$ cat src/dsr_pkg.sv
// Constants for the line interface status and control register slice.
// Assumes a 200 MHz system clock and a byte-wide register view.
package dsr_pkg;
    // Register indices; byte address is four times the index
    localparam logic [5:0] IDX_IDENT   = 6'h0B;
    localparam logic [5:0] IDX_LSTAT   = 6'h0C;
    localparam logic [5:0] IDX_LREV    = 6'h0D;
    localparam logic [5:0] IDX_RING_OUT_POLARITY    = 6'h0E;
    localparam logic [5:0] IDX_MUTE    = 6'h0F;
    localparam logic [5:0] IDX_REGION  = 6'h10;
    localparam logic [5:0] IDX_HOOK    = 6'h05;
    localparam logic [5:0] IDX_AUX     = 6'h20;

    // Field positions
    localparam int BIT_FRAME_LOCK   = 6;
    localparam int BIT_LREV_ONE     = 6;
    localparam int BIT_LREV_LO      = 2;
    localparam int BIT_RING_POL     = 1;
    localparam int BIT_TX_MUTE      = 7;
    localparam int BIT_RX_MUTE      = 3;
    localparam int BIT_ONHOOK_SPEED = 6;
    localparam int BIT_FILTER       = 4;
    localparam int BIT_RINGER_Z     = 1;
    localparam int BIT_RING_THR     = 0;
    localparam int BIT_OFF_HOOK     = 0;
    localparam int BIT_SPEED2       = 0;
    localparam int BIT_QUENCH_LO    = 1;
    localparam int BIT_RING_THR2    = 4;

    // Reset values of the writable registers
    localparam logic [7:0] RST_CTL = 8'h00;

    // On-hook release times in microseconds and clock rate
    localparam int CLK_MHZ          = 200;
    localparam int ONHOOK_FAST_US   = 500;
    localparam int ONHOOK_ETSI_US   = 3000;
    localparam int ONHOOK_QUENCH_US = 26000;
    // Longest times fit in 23 bits; these divide exactly at 200 MHz
    localparam int ONHOOK_FAST_CYC   = ONHOOK_FAST_US * CLK_MHZ;
    localparam int ONHOOK_ETSI_CYC   = ONHOOK_ETSI_US * CLK_MHZ;
    localparam int ONHOOK_QUENCH_CYC = ONHOOK_QUENCH_US * CLK_MHZ;
    localparam int RAMP_CNT_W        = 23;

    typedef enum logic [1:0]
    {
        SPD_FAST   = 2'b00,
        SPD_ETSI   = 2'b01,
        SPD_QUENCH = 2'b10
    } dsr_speed_t;

    typedef enum logic [0:0]
    {
        HK_IDLE = 1'b0,
        HK_RAMP = 1'b1
    } dsr_hook_state_t;
endpackage

$ cat src/dsr_onhook_timer.sv
// Hook drive and timed on-hook release ramp.
// Assumes hook control and speed select come from the register bank.
`timescale 1ns/10ps
module dsr_onhook_timer
#(
    parameter int FAST_CYC   = dsr_pkg::ONHOOK_FAST_CYC,
    parameter int ETSI_CYC   = dsr_pkg::ONHOOK_ETSI_CYC,
    parameter int QUENCH_CYC = dsr_pkg::ONHOOK_QUENCH_CYC
)
(
    input  wire logic       clk_sys,
    input  wire logic       rst_n,
    input  wire logic       ce,
    input  wire logic       offHookCtl,
    input  wire logic [1:0] speedSel,
    output logic            lineOffHook,
    output logic            onhookRamp
);
    localparam int CW = dsr_pkg::RAMP_CNT_W;

    // Refused at elaboration: the counter cannot hold a zero or oversized load
    if (FAST_CYC < 1 || ETSI_CYC < 1 || QUENCH_CYC < 1 ||
        FAST_CYC >= (1 << CW) || ETSI_CYC >= (1 << CW) || QUENCH_CYC >= (1 << CW))
    begin : g_bad_ramp
        $error("ramp counts out of range");
    end

    typedef struct packed
    {
        dsr_pkg::dsr_hook_state_t state;
        logic [CW-1:0]            cnt;
        logic                     hook;
    } dsr_hook_st_t;

    dsr_hook_st_t st_reg;
    dsr_hook_st_t st_next;
    logic [CW-1:0] rampLoad;

    always_comb
    begin
        case (speedSel)
            dsr_pkg::SPD_ETSI:   rampLoad = CW'(ETSI_CYC);
            dsr_pkg::SPD_QUENCH: rampLoad = CW'(QUENCH_CYC);
            default:             rampLoad = CW'(FAST_CYC);
        endcase
        st_next = st_reg;
        if (ce)
        begin
            st_next.hook = offHookCtl;
            case (st_reg.state)
                dsr_pkg::HK_IDLE:
                begin
                    if (st_reg.hook && !offHookCtl)
                    begin
                        st_next.state = dsr_pkg::HK_RAMP;
                        st_next.cnt   = rampLoad - CW'(1);
                    end
                end
                dsr_pkg::HK_RAMP:
                begin
                    // Going off-hook again aborts the release ramp
                    if (offHookCtl || st_reg.cnt == '0)
                    begin
                        st_next.state = dsr_pkg::HK_IDLE;
                    end
                    else
                    begin
                        st_next.cnt = st_reg.cnt - CW'(1);
                    end
                end
                default: st_next.state = dsr_pkg::HK_IDLE;
            endcase
        end
    end

    always_ff @(posedge clk_sys)
    begin
        if (!rst_n)
        begin
            st_reg <= '{state: dsr_pkg::HK_IDLE, cnt: '0, hook: 1'b0};
        end
        else
        begin
            st_reg <= st_next;
        end
    end

    assign lineOffHook = st_reg.hook;
    assign onhookRamp  = (st_reg.state == dsr_pkg::HK_RAMP);

    property p_hook_follows;
        @(posedge clk_sys) disable iff (!rst_n)
        ce |=> lineOffHook == $past(offHookCtl);
    endproperty
    a_hook_follows: assert property (p_hook_follows) else $error("hook drive lags");

    property p_ramp_start;
        @(posedge clk_sys) disable iff (!rst_n)
        (ce && lineOffHook && !offHookCtl && !onhookRamp) |=> onhookRamp;
    endproperty
    a_ramp_start: assert property (p_ramp_start) else $error("ramp not started");
endmodule // dsr_onhook_timer

$ cat src/dsr_regs.sv
// Status and control register slice of the line interface, Wishbone slave.
// Assumes classic Wishbone on clk_sys; line-side status inputs synchronous.
// Notes on behaviour
// - Ident upper nibble reads line-side part code
// - Ident lower nibble reads system-side revision
// - Status bit 6 shows link frame lock
// - Five-bit loop current, 3.3 mA per step
// - Line revision bit 6 reads one
// - Line revision bits 5:2 give line revision
// - Polarity bit sets ring output active level
// - Gain bit 7 mutes transmit path
// - Gain bit 3 mutes receive path
// - Bit 4 picks FIR or IIR filters
// - On-hook release time follows speed settings
// - Bit 1 picks synthesized ringer impedance
// - Threshold bits select ring detection level
// - Bits 7 and 5 writable, no effect
// - Hook control bit drives line off-hook
`timescale 1ns/10ps
module dsr_regs
#(
    parameter logic [3:0] SYS_REVISION = 4'h2,  // Arbitrary value
    parameter int         FAST_CYC     = dsr_pkg::ONHOOK_FAST_CYC,
    parameter int         ETSI_CYC     = dsr_pkg::ONHOOK_ETSI_CYC,
    parameter int         QUENCH_CYC   = dsr_pkg::ONHOOK_QUENCH_CYC
)
(
    input  wire logic        clk_sys,
    input  wire logic        rst_n,
    input  wire logic        ce,
    input  wire logic        wb_cyc_i,
    input  wire logic        wb_stb_i,
    input  wire logic        wb_we_i,
    input  wire logic [7:0]  wb_adr_i,
    input  wire logic [3:0]  wb_sel_i,
    input  wire logic [31:0] wb_dat_i,
    output logic [31:0]      wb_dat_o,
    output logic             wb_ack_o,
    input  wire logic [3:0]  line_side_ident,
    input  wire logic [3:0]  line_side_revision_code,
    input  wire logic        frame_lock_flag,
    input  wire logic [4:0]  loop_current_level,
    input  wire logic        ring_raw,
    output logic             ring_detect_out,
    output logic             tx_mute,
    output logic             rx_mute,
    output logic             filter_type_sel,
    output logic             ringer_impedance_sel,
    output logic             ring_threshold_sel,
    output logic             ring_threshold_sel_second,
    output logic             onhook_speed,
    output logic             onhook_speed_second,
    output logic [1:0]       spark_quench_sel,
    output logic             line_off_hook,
    output logic             onhook_ramp
);
    // Refused at elaboration rather than at run time
    if (FAST_CYC < 1 || ETSI_CYC < FAST_CYC || QUENCH_CYC < ETSI_CYC)
    begin : g_bad_ramp
        $error("on-hook ramp counts must be positive and ordered");
    end

    typedef struct packed
    {
        logic       ack;
        logic [7:0] rdat;
        logic       ringPol;
        logic       txMute;
        logic       rxMute;
        logic       onhookSpeed;
        logic       filterSel;
        logic       ringerZ;
        logic       ringThr;
        logic       offHook;
        logic       speed2;
        logic [1:0] quench;
        logic       ringThr2;
    } dsr_regs_st_t;

    dsr_regs_st_t st_reg;
    dsr_regs_st_t st_next;

    logic       req;
    logic       wrStrobe;
    logic [5:0] regIdx;
    logic       aligned;
    logic [7:0] wrByte;
    logic [7:0] rdMux;
    logic [1:0] speedSel;

    assign req      = wb_cyc_i && wb_stb_i;
    assign regIdx   = wb_adr_i[7:2];
    assign aligned  = (wb_adr_i[1:0] == 2'h0);
    assign wrByte   = wb_dat_i[7:0];
    // Write lands on the edge where the master sees ack
    assign wrStrobe = req && wb_we_i && st_reg.ack && wb_sel_i[0] && aligned;

    // Read view; unmapped addresses read zero
    always_comb
    begin
        rdMux = 8'h00;
        if (!aligned)
        begin
            rdMux = 8'h00;
        end
        else if (regIdx == dsr_pkg::IDX_IDENT)
        begin
            rdMux = {line_side_ident, SYS_REVISION};
        end
        else if (regIdx == dsr_pkg::IDX_LSTAT)
        begin
            rdMux[dsr_pkg::BIT_FRAME_LOCK] = frame_lock_flag;
            rdMux[4:0] = loop_current_level;
        end
        else if (regIdx == dsr_pkg::IDX_LREV)
        begin
            rdMux[dsr_pkg::BIT_LREV_ONE] = 1'b1;
            rdMux[dsr_pkg::BIT_LREV_LO +: 4] = line_side_revision_code;
        end
        else if (regIdx == dsr_pkg::IDX_RING_OUT_POLARITY)
        begin
            rdMux[dsr_pkg::BIT_RING_POL] = st_reg.ringPol;
        end
        else if (regIdx == dsr_pkg::IDX_MUTE)
        begin
            rdMux[dsr_pkg::BIT_TX_MUTE] = st_reg.txMute;
            rdMux[dsr_pkg::BIT_RX_MUTE] = st_reg.rxMute;
        end
        else if (regIdx == dsr_pkg::IDX_REGION)
        begin
            // Bits 7 and 5 are not stored and read zero
            rdMux[dsr_pkg::BIT_ONHOOK_SPEED] = st_reg.onhookSpeed;
            rdMux[dsr_pkg::BIT_FILTER]       = st_reg.filterSel;
            rdMux[dsr_pkg::BIT_RINGER_Z]     = st_reg.ringerZ;
            rdMux[dsr_pkg::BIT_RING_THR]     = st_reg.ringThr;
        end
        else if (regIdx == dsr_pkg::IDX_HOOK)
        begin
            rdMux[dsr_pkg::BIT_OFF_HOOK] = st_reg.offHook;
        end
        else if (regIdx == dsr_pkg::IDX_AUX)
        begin
            rdMux[dsr_pkg::BIT_SPEED2]        = st_reg.speed2;
            rdMux[dsr_pkg::BIT_QUENCH_LO +: 2] = st_reg.quench;
            rdMux[dsr_pkg::BIT_RING_THR2]     = st_reg.ringThr2;
        end
    end

    always_comb
    begin
        st_next = st_reg;
        if (ce)
        begin
            // One ack per request, dropped the cycle after
            st_next.ack = req && !st_reg.ack;
            if (req && !st_reg.ack)
            begin
                st_next.rdat = wb_we_i ? 8'h00 : rdMux;
            end
            // Ident, status and revision have no storage: writes drop
            if (wrStrobe)
            begin
                if (regIdx == dsr_pkg::IDX_RING_OUT_POLARITY)
                begin
                    st_next.ringPol = wrByte[dsr_pkg::BIT_RING_POL];
                end
                else if (regIdx == dsr_pkg::IDX_MUTE)
                begin
                    st_next.txMute = wrByte[dsr_pkg::BIT_TX_MUTE];
                    st_next.rxMute = wrByte[dsr_pkg::BIT_RX_MUTE];
                end
                else if (regIdx == dsr_pkg::IDX_REGION)
                begin
                    st_next.onhookSpeed = wrByte[dsr_pkg::BIT_ONHOOK_SPEED];
                    st_next.filterSel   = wrByte[dsr_pkg::BIT_FILTER];
                    st_next.ringerZ     = wrByte[dsr_pkg::BIT_RINGER_Z];
                    st_next.ringThr     = wrByte[dsr_pkg::BIT_RING_THR];
                end
                else if (regIdx == dsr_pkg::IDX_HOOK)
                begin
                    st_next.offHook = wrByte[dsr_pkg::BIT_OFF_HOOK];
                end
                else if (regIdx == dsr_pkg::IDX_AUX)
                begin
                    st_next.speed2   = wrByte[dsr_pkg::BIT_SPEED2];
                    st_next.quench   = wrByte[dsr_pkg::BIT_QUENCH_LO +: 2];
                    st_next.ringThr2 = wrByte[dsr_pkg::BIT_RING_THR2];
                end
            end
        end
    end

    always_ff @(posedge clk_sys)
    begin
        if (!rst_n)
        begin
            st_reg <= '{ack: 1'b0, rdat: dsr_pkg::RST_CTL, ringPol: 1'b0,
                        txMute: 1'b0, rxMute: 1'b0, onhookSpeed: 1'b0,
                        filterSel: 1'b0, ringerZ: 1'b0, ringThr: 1'b0,
                        offHook: 1'b0, speed2: 1'b0, quench: 2'b00,
                        ringThr2: 1'b0};
        end
        else
        begin
            st_reg <= st_next;
        end
    end

    // Ack gated so a frozen cycle never looks like a taken write
    assign wb_ack_o = st_reg.ack && ce;
    assign wb_dat_o = {24'h000000, st_reg.rdat};

    assign tx_mute                   = st_reg.txMute;
    assign rx_mute                   = st_reg.rxMute;
    assign filter_type_sel           = st_reg.filterSel;
    assign ringer_impedance_sel      = st_reg.ringerZ;
    assign ring_threshold_sel        = st_reg.ringThr;
    assign ring_threshold_sel_second = st_reg.ringThr2;
    assign onhook_speed              = st_reg.onhookSpeed;
    assign onhook_speed_second       = st_reg.speed2;
    assign spark_quench_sel          = st_reg.quench;

    // Undocumented combinations fall back to the fast release
    always_comb
    begin
        if (st_reg.onhookSpeed && st_reg.quench == 2'b11)
        begin
            speedSel = dsr_pkg::SPD_QUENCH;
        end
        else if (!st_reg.onhookSpeed && st_reg.speed2 && st_reg.quench == 2'b00)
        begin
            speedSel = dsr_pkg::SPD_ETSI;
        end
        else
        begin
            speedSel = dsr_pkg::SPD_FAST;
        end
    end

    dsr_onhook_timer
    #(
        .FAST_CYC   (FAST_CYC),
        .ETSI_CYC   (ETSI_CYC),
        .QUENCH_CYC (QUENCH_CYC)
    )
    u_hook
    (
        .clk_sys     (clk_sys),
        .rst_n       (rst_n),
        .ce          (ce),
        .offHookCtl  (st_reg.offHook),
        .speedSel    (speedSel),
        .lineOffHook (line_off_hook),
        .onhookRamp  (onhook_ramp)
    );

    dsr_ring_out u_ring
    (
        .clk_sys         (clk_sys),
        .rst_n           (rst_n),
        .ce              (ce),
        .ringRaw         (ring_raw),
        .ringOutPolarity (st_reg.ringPol),
        .ringDetectOut   (ring_detect_out)
    );

    property p_ident_read;
        @(posedge clk_sys) disable iff (!rst_n)
        (ce && req && !wb_we_i && !st_reg.ack && aligned && regIdx == dsr_pkg::IDX_IDENT)
        |=> wb_dat_o[7:4] == $past(line_side_ident);
    endproperty
    a_ident_read: assert property (p_ident_read) else $error("ident nibble wrong");

    property p_sysrev_read;
        @(posedge clk_sys) disable iff (!rst_n)
        (ce && req && !wb_we_i && !st_reg.ack && aligned && regIdx == dsr_pkg::IDX_IDENT)
        |=> wb_dat_o[3:0] == SYS_REVISION;
    endproperty
    a_sysrev_read: assert property (p_sysrev_read) else $error("revision wrong");

    property p_lock_read;
        @(posedge clk_sys) disable iff (!rst_n)
        (ce && req && !wb_we_i && !st_reg.ack && aligned && regIdx == dsr_pkg::IDX_LSTAT)
        |=> wb_dat_o[6] == $past(frame_lock_flag) && wb_dat_o[4:0] == $past(loop_current_level)
            && wb_dat_o[7] == 1'b0 && wb_dat_o[5] == 1'b0;
    endproperty
    a_lock_read: assert property (p_lock_read) else $error("status read wrong");

    property p_lrev_read;
        @(posedge clk_sys) disable iff (!rst_n)
        (ce && req && !wb_we_i && !st_reg.ack && aligned && regIdx == dsr_pkg::IDX_LREV)
        |=> wb_dat_o == {24'h000000, 2'b01, $past(line_side_revision_code), 2'b00};
    endproperty
    a_lrev_read: assert property (p_lrev_read) else $error("line revision wrong");

    property p_ring_level;
        @(posedge clk_sys) disable iff (!rst_n)
        ce |=> ring_detect_out == ($past(st_reg.ringPol) ? $past(ring_raw) : !$past(ring_raw));
    endproperty
    a_ring_level: assert property (p_ring_level) else $error("ring level wrong");

    property p_mute_write;
        @(posedge clk_sys) disable iff (!rst_n)
        (ce && wrStrobe && regIdx == dsr_pkg::IDX_MUTE)
        |=> tx_mute == $past(wb_dat_i[7]) && rx_mute == $past(wb_dat_i[3]);
    endproperty
    a_mute_write: assert property (p_mute_write) else $error("mute not written");

    property p_region_write;
        @(posedge clk_sys) disable iff (!rst_n)
        (ce && wrStrobe && regIdx == dsr_pkg::IDX_REGION)
        |=> filter_type_sel == $past(wb_dat_i[4]) && ringer_impedance_sel == $past(wb_dat_i[1])
            && ring_threshold_sel == $past(wb_dat_i[0]);
    endproperty
    a_region_write: assert property (p_region_write) else $error("region ctl wrong");

    property p_region_unused;
        @(posedge clk_sys) disable iff (!rst_n)
        (ce && req && !wb_we_i && !st_reg.ack && aligned && regIdx == dsr_pkg::IDX_REGION)
        |=> wb_dat_o[7] == 1'b0 && wb_dat_o[5] == 1'b0 && wb_dat_o[3:2] == 2'b00;
    endproperty
    a_region_unused: assert property (p_region_unused) else $error("unused bits read set");

    property p_ack_once;
        @(posedge clk_sys) disable iff (!rst_n)
        (ce && wb_ack_o) |=> !wb_ack_o;
    endproperty
    a_ack_once: assert property (p_ack_once) else $error("ack held too long");

    property p_quench_sel;
        @(posedge clk_sys) disable iff (!rst_n)
        (onhook_speed && spark_quench_sel == 2'b11) |-> speedSel == dsr_pkg::SPD_QUENCH;
    endproperty
    a_quench_sel: assert property (p_quench_sel) else $error("quench speed not chosen");
endmodule // dsr_regs

$ cat src/dsr_ring_out.sv
// Ring-detect output stage with selectable active level.
// Assumes the raw ring indication is synchronous to clk_sys.
`timescale 1ns/10ps
module dsr_ring_out
(
    input  wire logic clk_sys,
    input  wire logic rst_n,
    input  wire logic ce,
    input  wire logic ringRaw,
    input  wire logic ringOutPolarity,
    output logic      ringDetectOut
);
    typedef struct packed
    {
        logic pin;
    } dsr_ring_st_t;

    dsr_ring_st_t st_reg;
    dsr_ring_st_t st_next;

    always_comb
    begin
        st_next = st_reg;
        if (ce)
        begin
            st_next.pin = ringOutPolarity ? ringRaw : ~ringRaw;
        end
    end

    // Idle high matches the active-low reset polarity
    always_ff @(posedge clk_sys)
    begin
        if (!rst_n)
        begin
            st_reg <= '{pin: 1'b1};
        end
        else
        begin
            st_reg <= st_next;
        end
    end

    assign ringDetectOut = st_reg.pin;
endmodule // dsr_ring_out
$ cat config.mk
export PLATFORM = sky130hd
export DESIGN_NAME = dsr_regs
export DESIGN_NICKNAME = d
export VERILOG_FILES = /design/src/dsr_pkg.sv /design/src/dsr_onhook_timer.sv /design/src/dsr_regs.sv /design/src/dsr_ring_out.sv
export SDC_FILE = /design/constraint.sdc
export NUM_CORES = 1
export LEC_CHECK = 0
export BUFFER_PORTS_ARGS = -buffer_cell sky130_fd_sc_hd__buf_2
export CORE_UTILIZATION = 30
export CTS_BUF_LIST = sky130_fd_sc_hd__clkbuf_2 sky130_fd_sc_hd__clkbuf_4 sky130_fd_sc_hd__clkbuf_8
export DETAILED_ROUTE_END_ITERATION = 10
export SYNTH_ARGS = -nofsm -noshare
export SYNTH_HDL_FRONTEND = slang
export SYNTH_SLANG_ARGS = --single-unit
export TNS_END_PERCENT = 5
$ cat constraint.sdc
create_clock -name clk_sys -period 2.45 [get_ports clk_sys]
set_input_delay 0.3675 -clock clk_sys [delete_from_list [all_inputs] [get_ports clk_sys]]
set_output_delay 0.3675 -clock clk_sys [all_outputs]
set_load 0.03 [all_outputs]
-- After elaboration in Yosys (flattened, before gate mapping)
Cells that the tools add are included.
- multiply operators: 0
- shift-type cells: 0
- bitwise logic cells: 6
- divide/modulo/power cells: 0
- reductions and logical operators: 25
- add/sub/neg operators: 2
- order comparisons: 0
- eq/ne operators: 13
- muxes and demuxes: 38
- operators by type and width (kind ; count):
    24-bit case mux with 2 select lines ; 1
    23-bit case mux with 2 select lines ; 1
    23-bit by 1-bit subtractor with 23-bit output, second input constant ; 2
    6-bit by 4-bit == test with 1-bit output, second input constant ; 5
    24-bit two-way mux ; 1
    8-bit two-way mux ; 3
    23-bit logical NOT ; 1
    23-bit two-way mux ; 1
    1-bit two-way mux ; 21
    3-bit two-way mux ; 4
    1-bit logical AND ; 11
    2-bit two-way mux ; 5
    7-bit AND reduction ; 1
    6-bit by 3-bit == test with 1-bit output, second input constant ; 1
    6-bit by 5-bit == test with 1-bit output, second input constant ; 1
    6-bit == test, second input constant ; 1
    1-bit NOT ; 6
    3-bit AND reduction ; 2
    6-bit AND reduction ; 1
    5-bit two-way mux ; 1
    5-bit AND reduction ; 1
    2-bit == test, second input constant ; 2
    2-bit logical NOT ; 2
    4-bit AND reduction ; 1
    other kinds (6) ; 8
- register bits after elaboration: 47
- RAM bits: 0
- bits in read-only memories: 0
- word-level logic and storage cells: 101
- output and inout bits: 46
- bits of input ports: 65
- memories: 0
- latch bits: 0

-- Longest topological paths before layout
- depth in word-level cells: 11
- depth in mapped cells: 9
- gate-level depth less buffers: 7

-- By module
Synthesis repeated with hierarchy kept, for this count alone.
- cells, all modules: 385
- area total of the unflattened synthesis: 3089.2 sq um
- by module, submodules not included (module ; instances ; cells an instance ; area an instance (sq um) ; sequential area each (sq um)):
    dsr_onhook_timer ; 1 ; 210 ; 1625.3 ; 500.5
    dsr_regs ; 1 ; 170 ; 1412.6 ; 420.4
    dsr_ring_out ; 1 ; 5 ; 51.3 ; 20.0

-- Least setup slack after synthesis
No wires, ideal clock.
- path kind: register to register
- start point: register u_hook.st_reg[19] in the netlist's numbering
- end point: register u_hook.st_reg[14] in the netlist's numbering
- clock period less this slack: 2.291 ns
- setup slack: 0.159 ns
- cell stages (with the launch flop): 7
- arrival time: 2.157 ns
- required time: 2.316 ns
- buffers on the path: 1
- library setup time: 0.134 ns
- cell sequence: dfxtp_1 > or3_4 > or4_4 > o31ai_4 > buf_6 > nor4_1 > or4_1
- word-level cells in the longest chain between the ends: 4
- RTL lines (what ; line ; text):
    from (decl) ; dsr_onhook_timer.sv:35 ; dsr_hook_st_t st_reg;
    from (signal assigned) ; dsr_onhook_timer.sv:80 ; st_reg <= '{state: dsr_pkg::HK_IDLE, cnt: '0, hook: 1'b0};
    from (signal assigned) ; dsr_onhook_timer.sv:84 ; st_reg <= st_next;
    23-bit logical NOT ; dsr_onhook_timer.sv:62 ; if (offHookCtl || st_reg.cnt == '0)
    1-bit logical OR ; dsr_onhook_timer.sv:62 ;
    2-bit inequality test (no line) ; - ;
    3-bit AND reduction (no line) ; - ;
Every way passes these cells.
A chain may end at the register's enable or synchronous reset.

-- Worst setup path after layout
Same ends and word-level chain as after synthesis.

==> reports/summary.md <==
* path type of the worst setup path: reg2reg
* power per cell area: 445 nW/µm²
* Pleak: 1.52 nW
* Min-Delay Path Class: in2reg
* Pins Over Slew Limit: 0
* max-cap check violation count: 0
* CTS clk-pin slew, worst paths: 0.09 ns
* worst path setup slack after routing: 0.101 ns
* slack of the worst reg-to-reg path: 0.10 ns
* met3 track utilization from global routing: 2.30%
* synthesized area: 2900 µm²
* first-pass detailed-route iteration total: 5
* synthesized area divided by synthesized cell count: 8.19 µm²
* H-tree depth reported by CTS: 2
* count of state elements after synthesis: 47
* met1 track utilization from global routing: 22.4%
* total routing resource utilization after global routing: 16.0%
* CTS Sinks: 47
* share of flip-flops with an asynchronous set or reset: 0%
* antenna cell count: 0
* count of hold buffers inserted by post-cts repair: 0
* Post-Route Skew: 0.00564 ns
* setup-violating endpoint count in the final report: 0
* Initial Util: 31.2%
* post-detailed-route wirelength per cell: 14.6 µm
* Core Box Area: 9280 µm²
* drc violations: 0
* post-CTS setup-driven buffer insertion count: 0
* aggregate negative setup slack: 0 ns
* busiest layer in global routing: met2
* ratio of routed vias to standard cells: 5.21
* gate count after technology mapping: 354
* final critical path time including I/O delays and setup: 2.35 ns
* I/O Buffers: 58
* crit start category: register
* Slowest Stage Delay on Critical Path: 0.52 ns
* fill cell count: 1000
* area growth from synthesis to final layout: 17.6%
* clock network latency to the later pin of the worst-skew pair: 0.30 ns
* achievable clock frequency: 426 MHz
* Seq/Total Area, Yosys: 32.5%
* post_cts resized: 0
* Iter 0 DRT Violations: 202
* most frequent standard cell in the layout excluding fill and tap cells: sky130_fd_sc_hd__buf_2
* CTS tree: built
* outcome: finished, final reports clean
* initial antenna violation count: 0
* Critical Path Sink Type: register
* area of the die: 10100 µm²
* worst slack at placement: 0.132 ns
* prevailing post-synth register cell: sky130_fd_sc_hd__dfxtp_1
* Final Routed Wirelength: 7.95 mm
* Post-layout nets: 481
* Root Driver: sky130_fd_sc_hd__clkbuf_8
* most frequent cells in the layout: 58 x sky130_fd_sc_hd__buf_2, 47 x sky130_fd_sc_hd__dfxtp_1, 27 x sky130_fd_sc_hd__nand2_1
* flip-flop count of the largest register after layout: 23
* number of distinct standard cells referenced by the synthesized netlist: 65
* horizontal extent of the die: 100 µm
* count of pins on the block boundary: 111
* largest fanout of any net on the critical path: 7
* Warnings, synthesis: 0
* maximum buffer depth of the clock tree: 2
* gr ovfl total: 0
* peak ir drop on the vdd network: 0.278 mV
* via count of the first global-routing pass: 2646
* post-detailed-placement half-perimeter wirelength: 5.95 mm
* number of flops mapped to enable cells by yosys: 0
* grt met2 use: 25.5%
* num rows: 35
* unrepaired setup endpoints after global routing: no
* proportion of layout cells with a drive suffix above 1: 24.3%
* total count of hold-check failures in the final report: 0
* worst slew pin tran: 0.866 ns
* via count: 2837
* slowest stage cell, crit path: sky130_fd_sc_hd__or4_4
* first-pass GRT wire length: 12.9 mm
* Worst Path Arrival: 2.53 ns
* Routability Congestion: 0.883
* headroom to the max-slew limit: 42.2%
* Antenna Violating Nets Remaining: 0
* cell class contributing the biggest share of worst-path delay: simple AND/OR/NAND/NOR gates
* pin count of the biggest net entering global routing: 32
* vertical extent of the die: 100 µm
* TritonCTS buffer count: 5
* CP cell instances: or3_4 > or4_4 > o31ai_4 > nor4_1 > or4_1
* Data required, critical path: 2.63 ns
* post-route clock period utilization: 95.9%
* count of buffering cells on the critical path with inverters included: 0
-- cells in the mapped netlist (4+ instances only) --
master                     count  area share (%)
sky130_fd_sc_hd__a211oi_1      4             1.0
sky130_fd_sc_hd__a21oi_1      18             3.1
sky130_fd_sc_hd__a22o_1        4             1.2
sky130_fd_sc_hd__a31oi_1       8             1.7
sky130_fd_sc_hd__and2_1        5             1.1
sky130_fd_sc_hd__and3_1        4            0.86
sky130_fd_sc_hd__buf_4        34             8.8
sky130_fd_sc_hd__clkbuf_1     14             1.8
sky130_fd_sc_hd__dfxtp_1      47              32
sky130_fd_sc_hd__mux2i_1      14             4.8
sky130_fd_sc_hd__nand2_1      27             3.5
sky130_fd_sc_hd__nand2b_1      4            0.86
sky130_fd_sc_hd__nand3_1      13             2.2
sky130_fd_sc_hd__nor2_1       26             3.4
sky130_fd_sc_hd__nor2b_1       4            0.86
sky130_fd_sc_hd__nor3_1       16             2.8
sky130_fd_sc_hd__nor3b_1       4             1.0
sky130_fd_sc_hd__nor4_1       10             2.2
sky130_fd_sc_hd__o21ai_0      12             2.1
sky130_fd_sc_hd__o31a_1        5             1.5
sky130_fd_sc_hd__or3_1         9             1.9
sky130_fd_sc_hd__or4_1         6             1.6
-- logic make-up (layout without fill, tap and decap cells) --
family,Yosys count,after routing,share of synthesized area [%]
other cells,1,24,0.129
fa+ha+maj,1,1,0.432
simple gates,152,152,29.6
buf+inv,54,93,11.7
compound gates,82,82,19.7
mux,16,16,5.61
xor+xnor,1,1,0.302
flops,47,47,32.5
-- where the power goes --
group | switching [mW] | total, mW | internal [mW] | leakage [nW]
Combinational | 0.114 | 0.164 | 0.0492 | 1.09
Sequential | 0.00331 | 0.770 | 0.767 | 0.379
Clock | 0.278 | 0.582 | 0.304 | 0.0581
-- cell type report --
class / count / area, µm² / share of cell area (%)
flip-flops and latches: 47 / 941 / 27.6
inverters: 3 / 11.3 / 0.331
clock inverters: 3 / 43.8 / 1.29
well taps: 129 / 161 / 4.74
clock buffers: 5 / 68.8 / 2.02
multi-input cells: 276 / 1710 / 50.2
repair buffers: 82 / 470 / 13.8
-- path summary, 6_finish.rpt --
| kind | from | endpoint | cells past startpoint |
|---|---|---|---|
| worst max-delay path | u_hook.st_reg[19] | u_hook.st_reg[14] | 5 |
| worst min-delay path | wb_dat_i[7] | tx_mute | 3 |
| worst max register to register | u_hook.st_reg[19] | u_hook.st_reg[14] | 5 |
| worst min register to register | wb_dat_o[4] | wb_dat_o[4] | 1 |
-- layer usage --
layer	part of all wire, %	wire length (µm)
met1	48	3780
met2	47	3700
met3	4.9	388
met4	0.93	74
met5	0	0
-- stage by stage --
step / instance area (µm²) / utilization, % / std cells / hold slack, ns / power, mW
global route: 3410 / 36.7 / 545 / 0.316 / 1.58
floorplan: 2980 / - / 377 / 0.426 / 0.920
detailed placement: 3290 / 35.4 / 537 / 0.442 / 0.949
CTS: 3400 / 36.6 / 545 / 0.291 / 1.53
finish: 3410 / 36.7 / 545 / 0.295 / 1.52
global placement: 3290 / 35.4 / 537 / 0.435 / 0.948
-- worst reg2reg max path, cell delays in order, from the launching register on --
cell and delay [ns]:
sky130_fd_sc_hd__dfxtp_1 0.37, sky130_fd_sc_hd__or3_4 0.42, sky130_fd_sc_hd__or4_4 0.52, sky130_fd_sc_hd__o31ai_4 0.30
sky130_fd_sc_hd__nor4_1 0.10, sky130_fd_sc_hd__or4_1 0.52
Power figures use the tool's default switching activity.
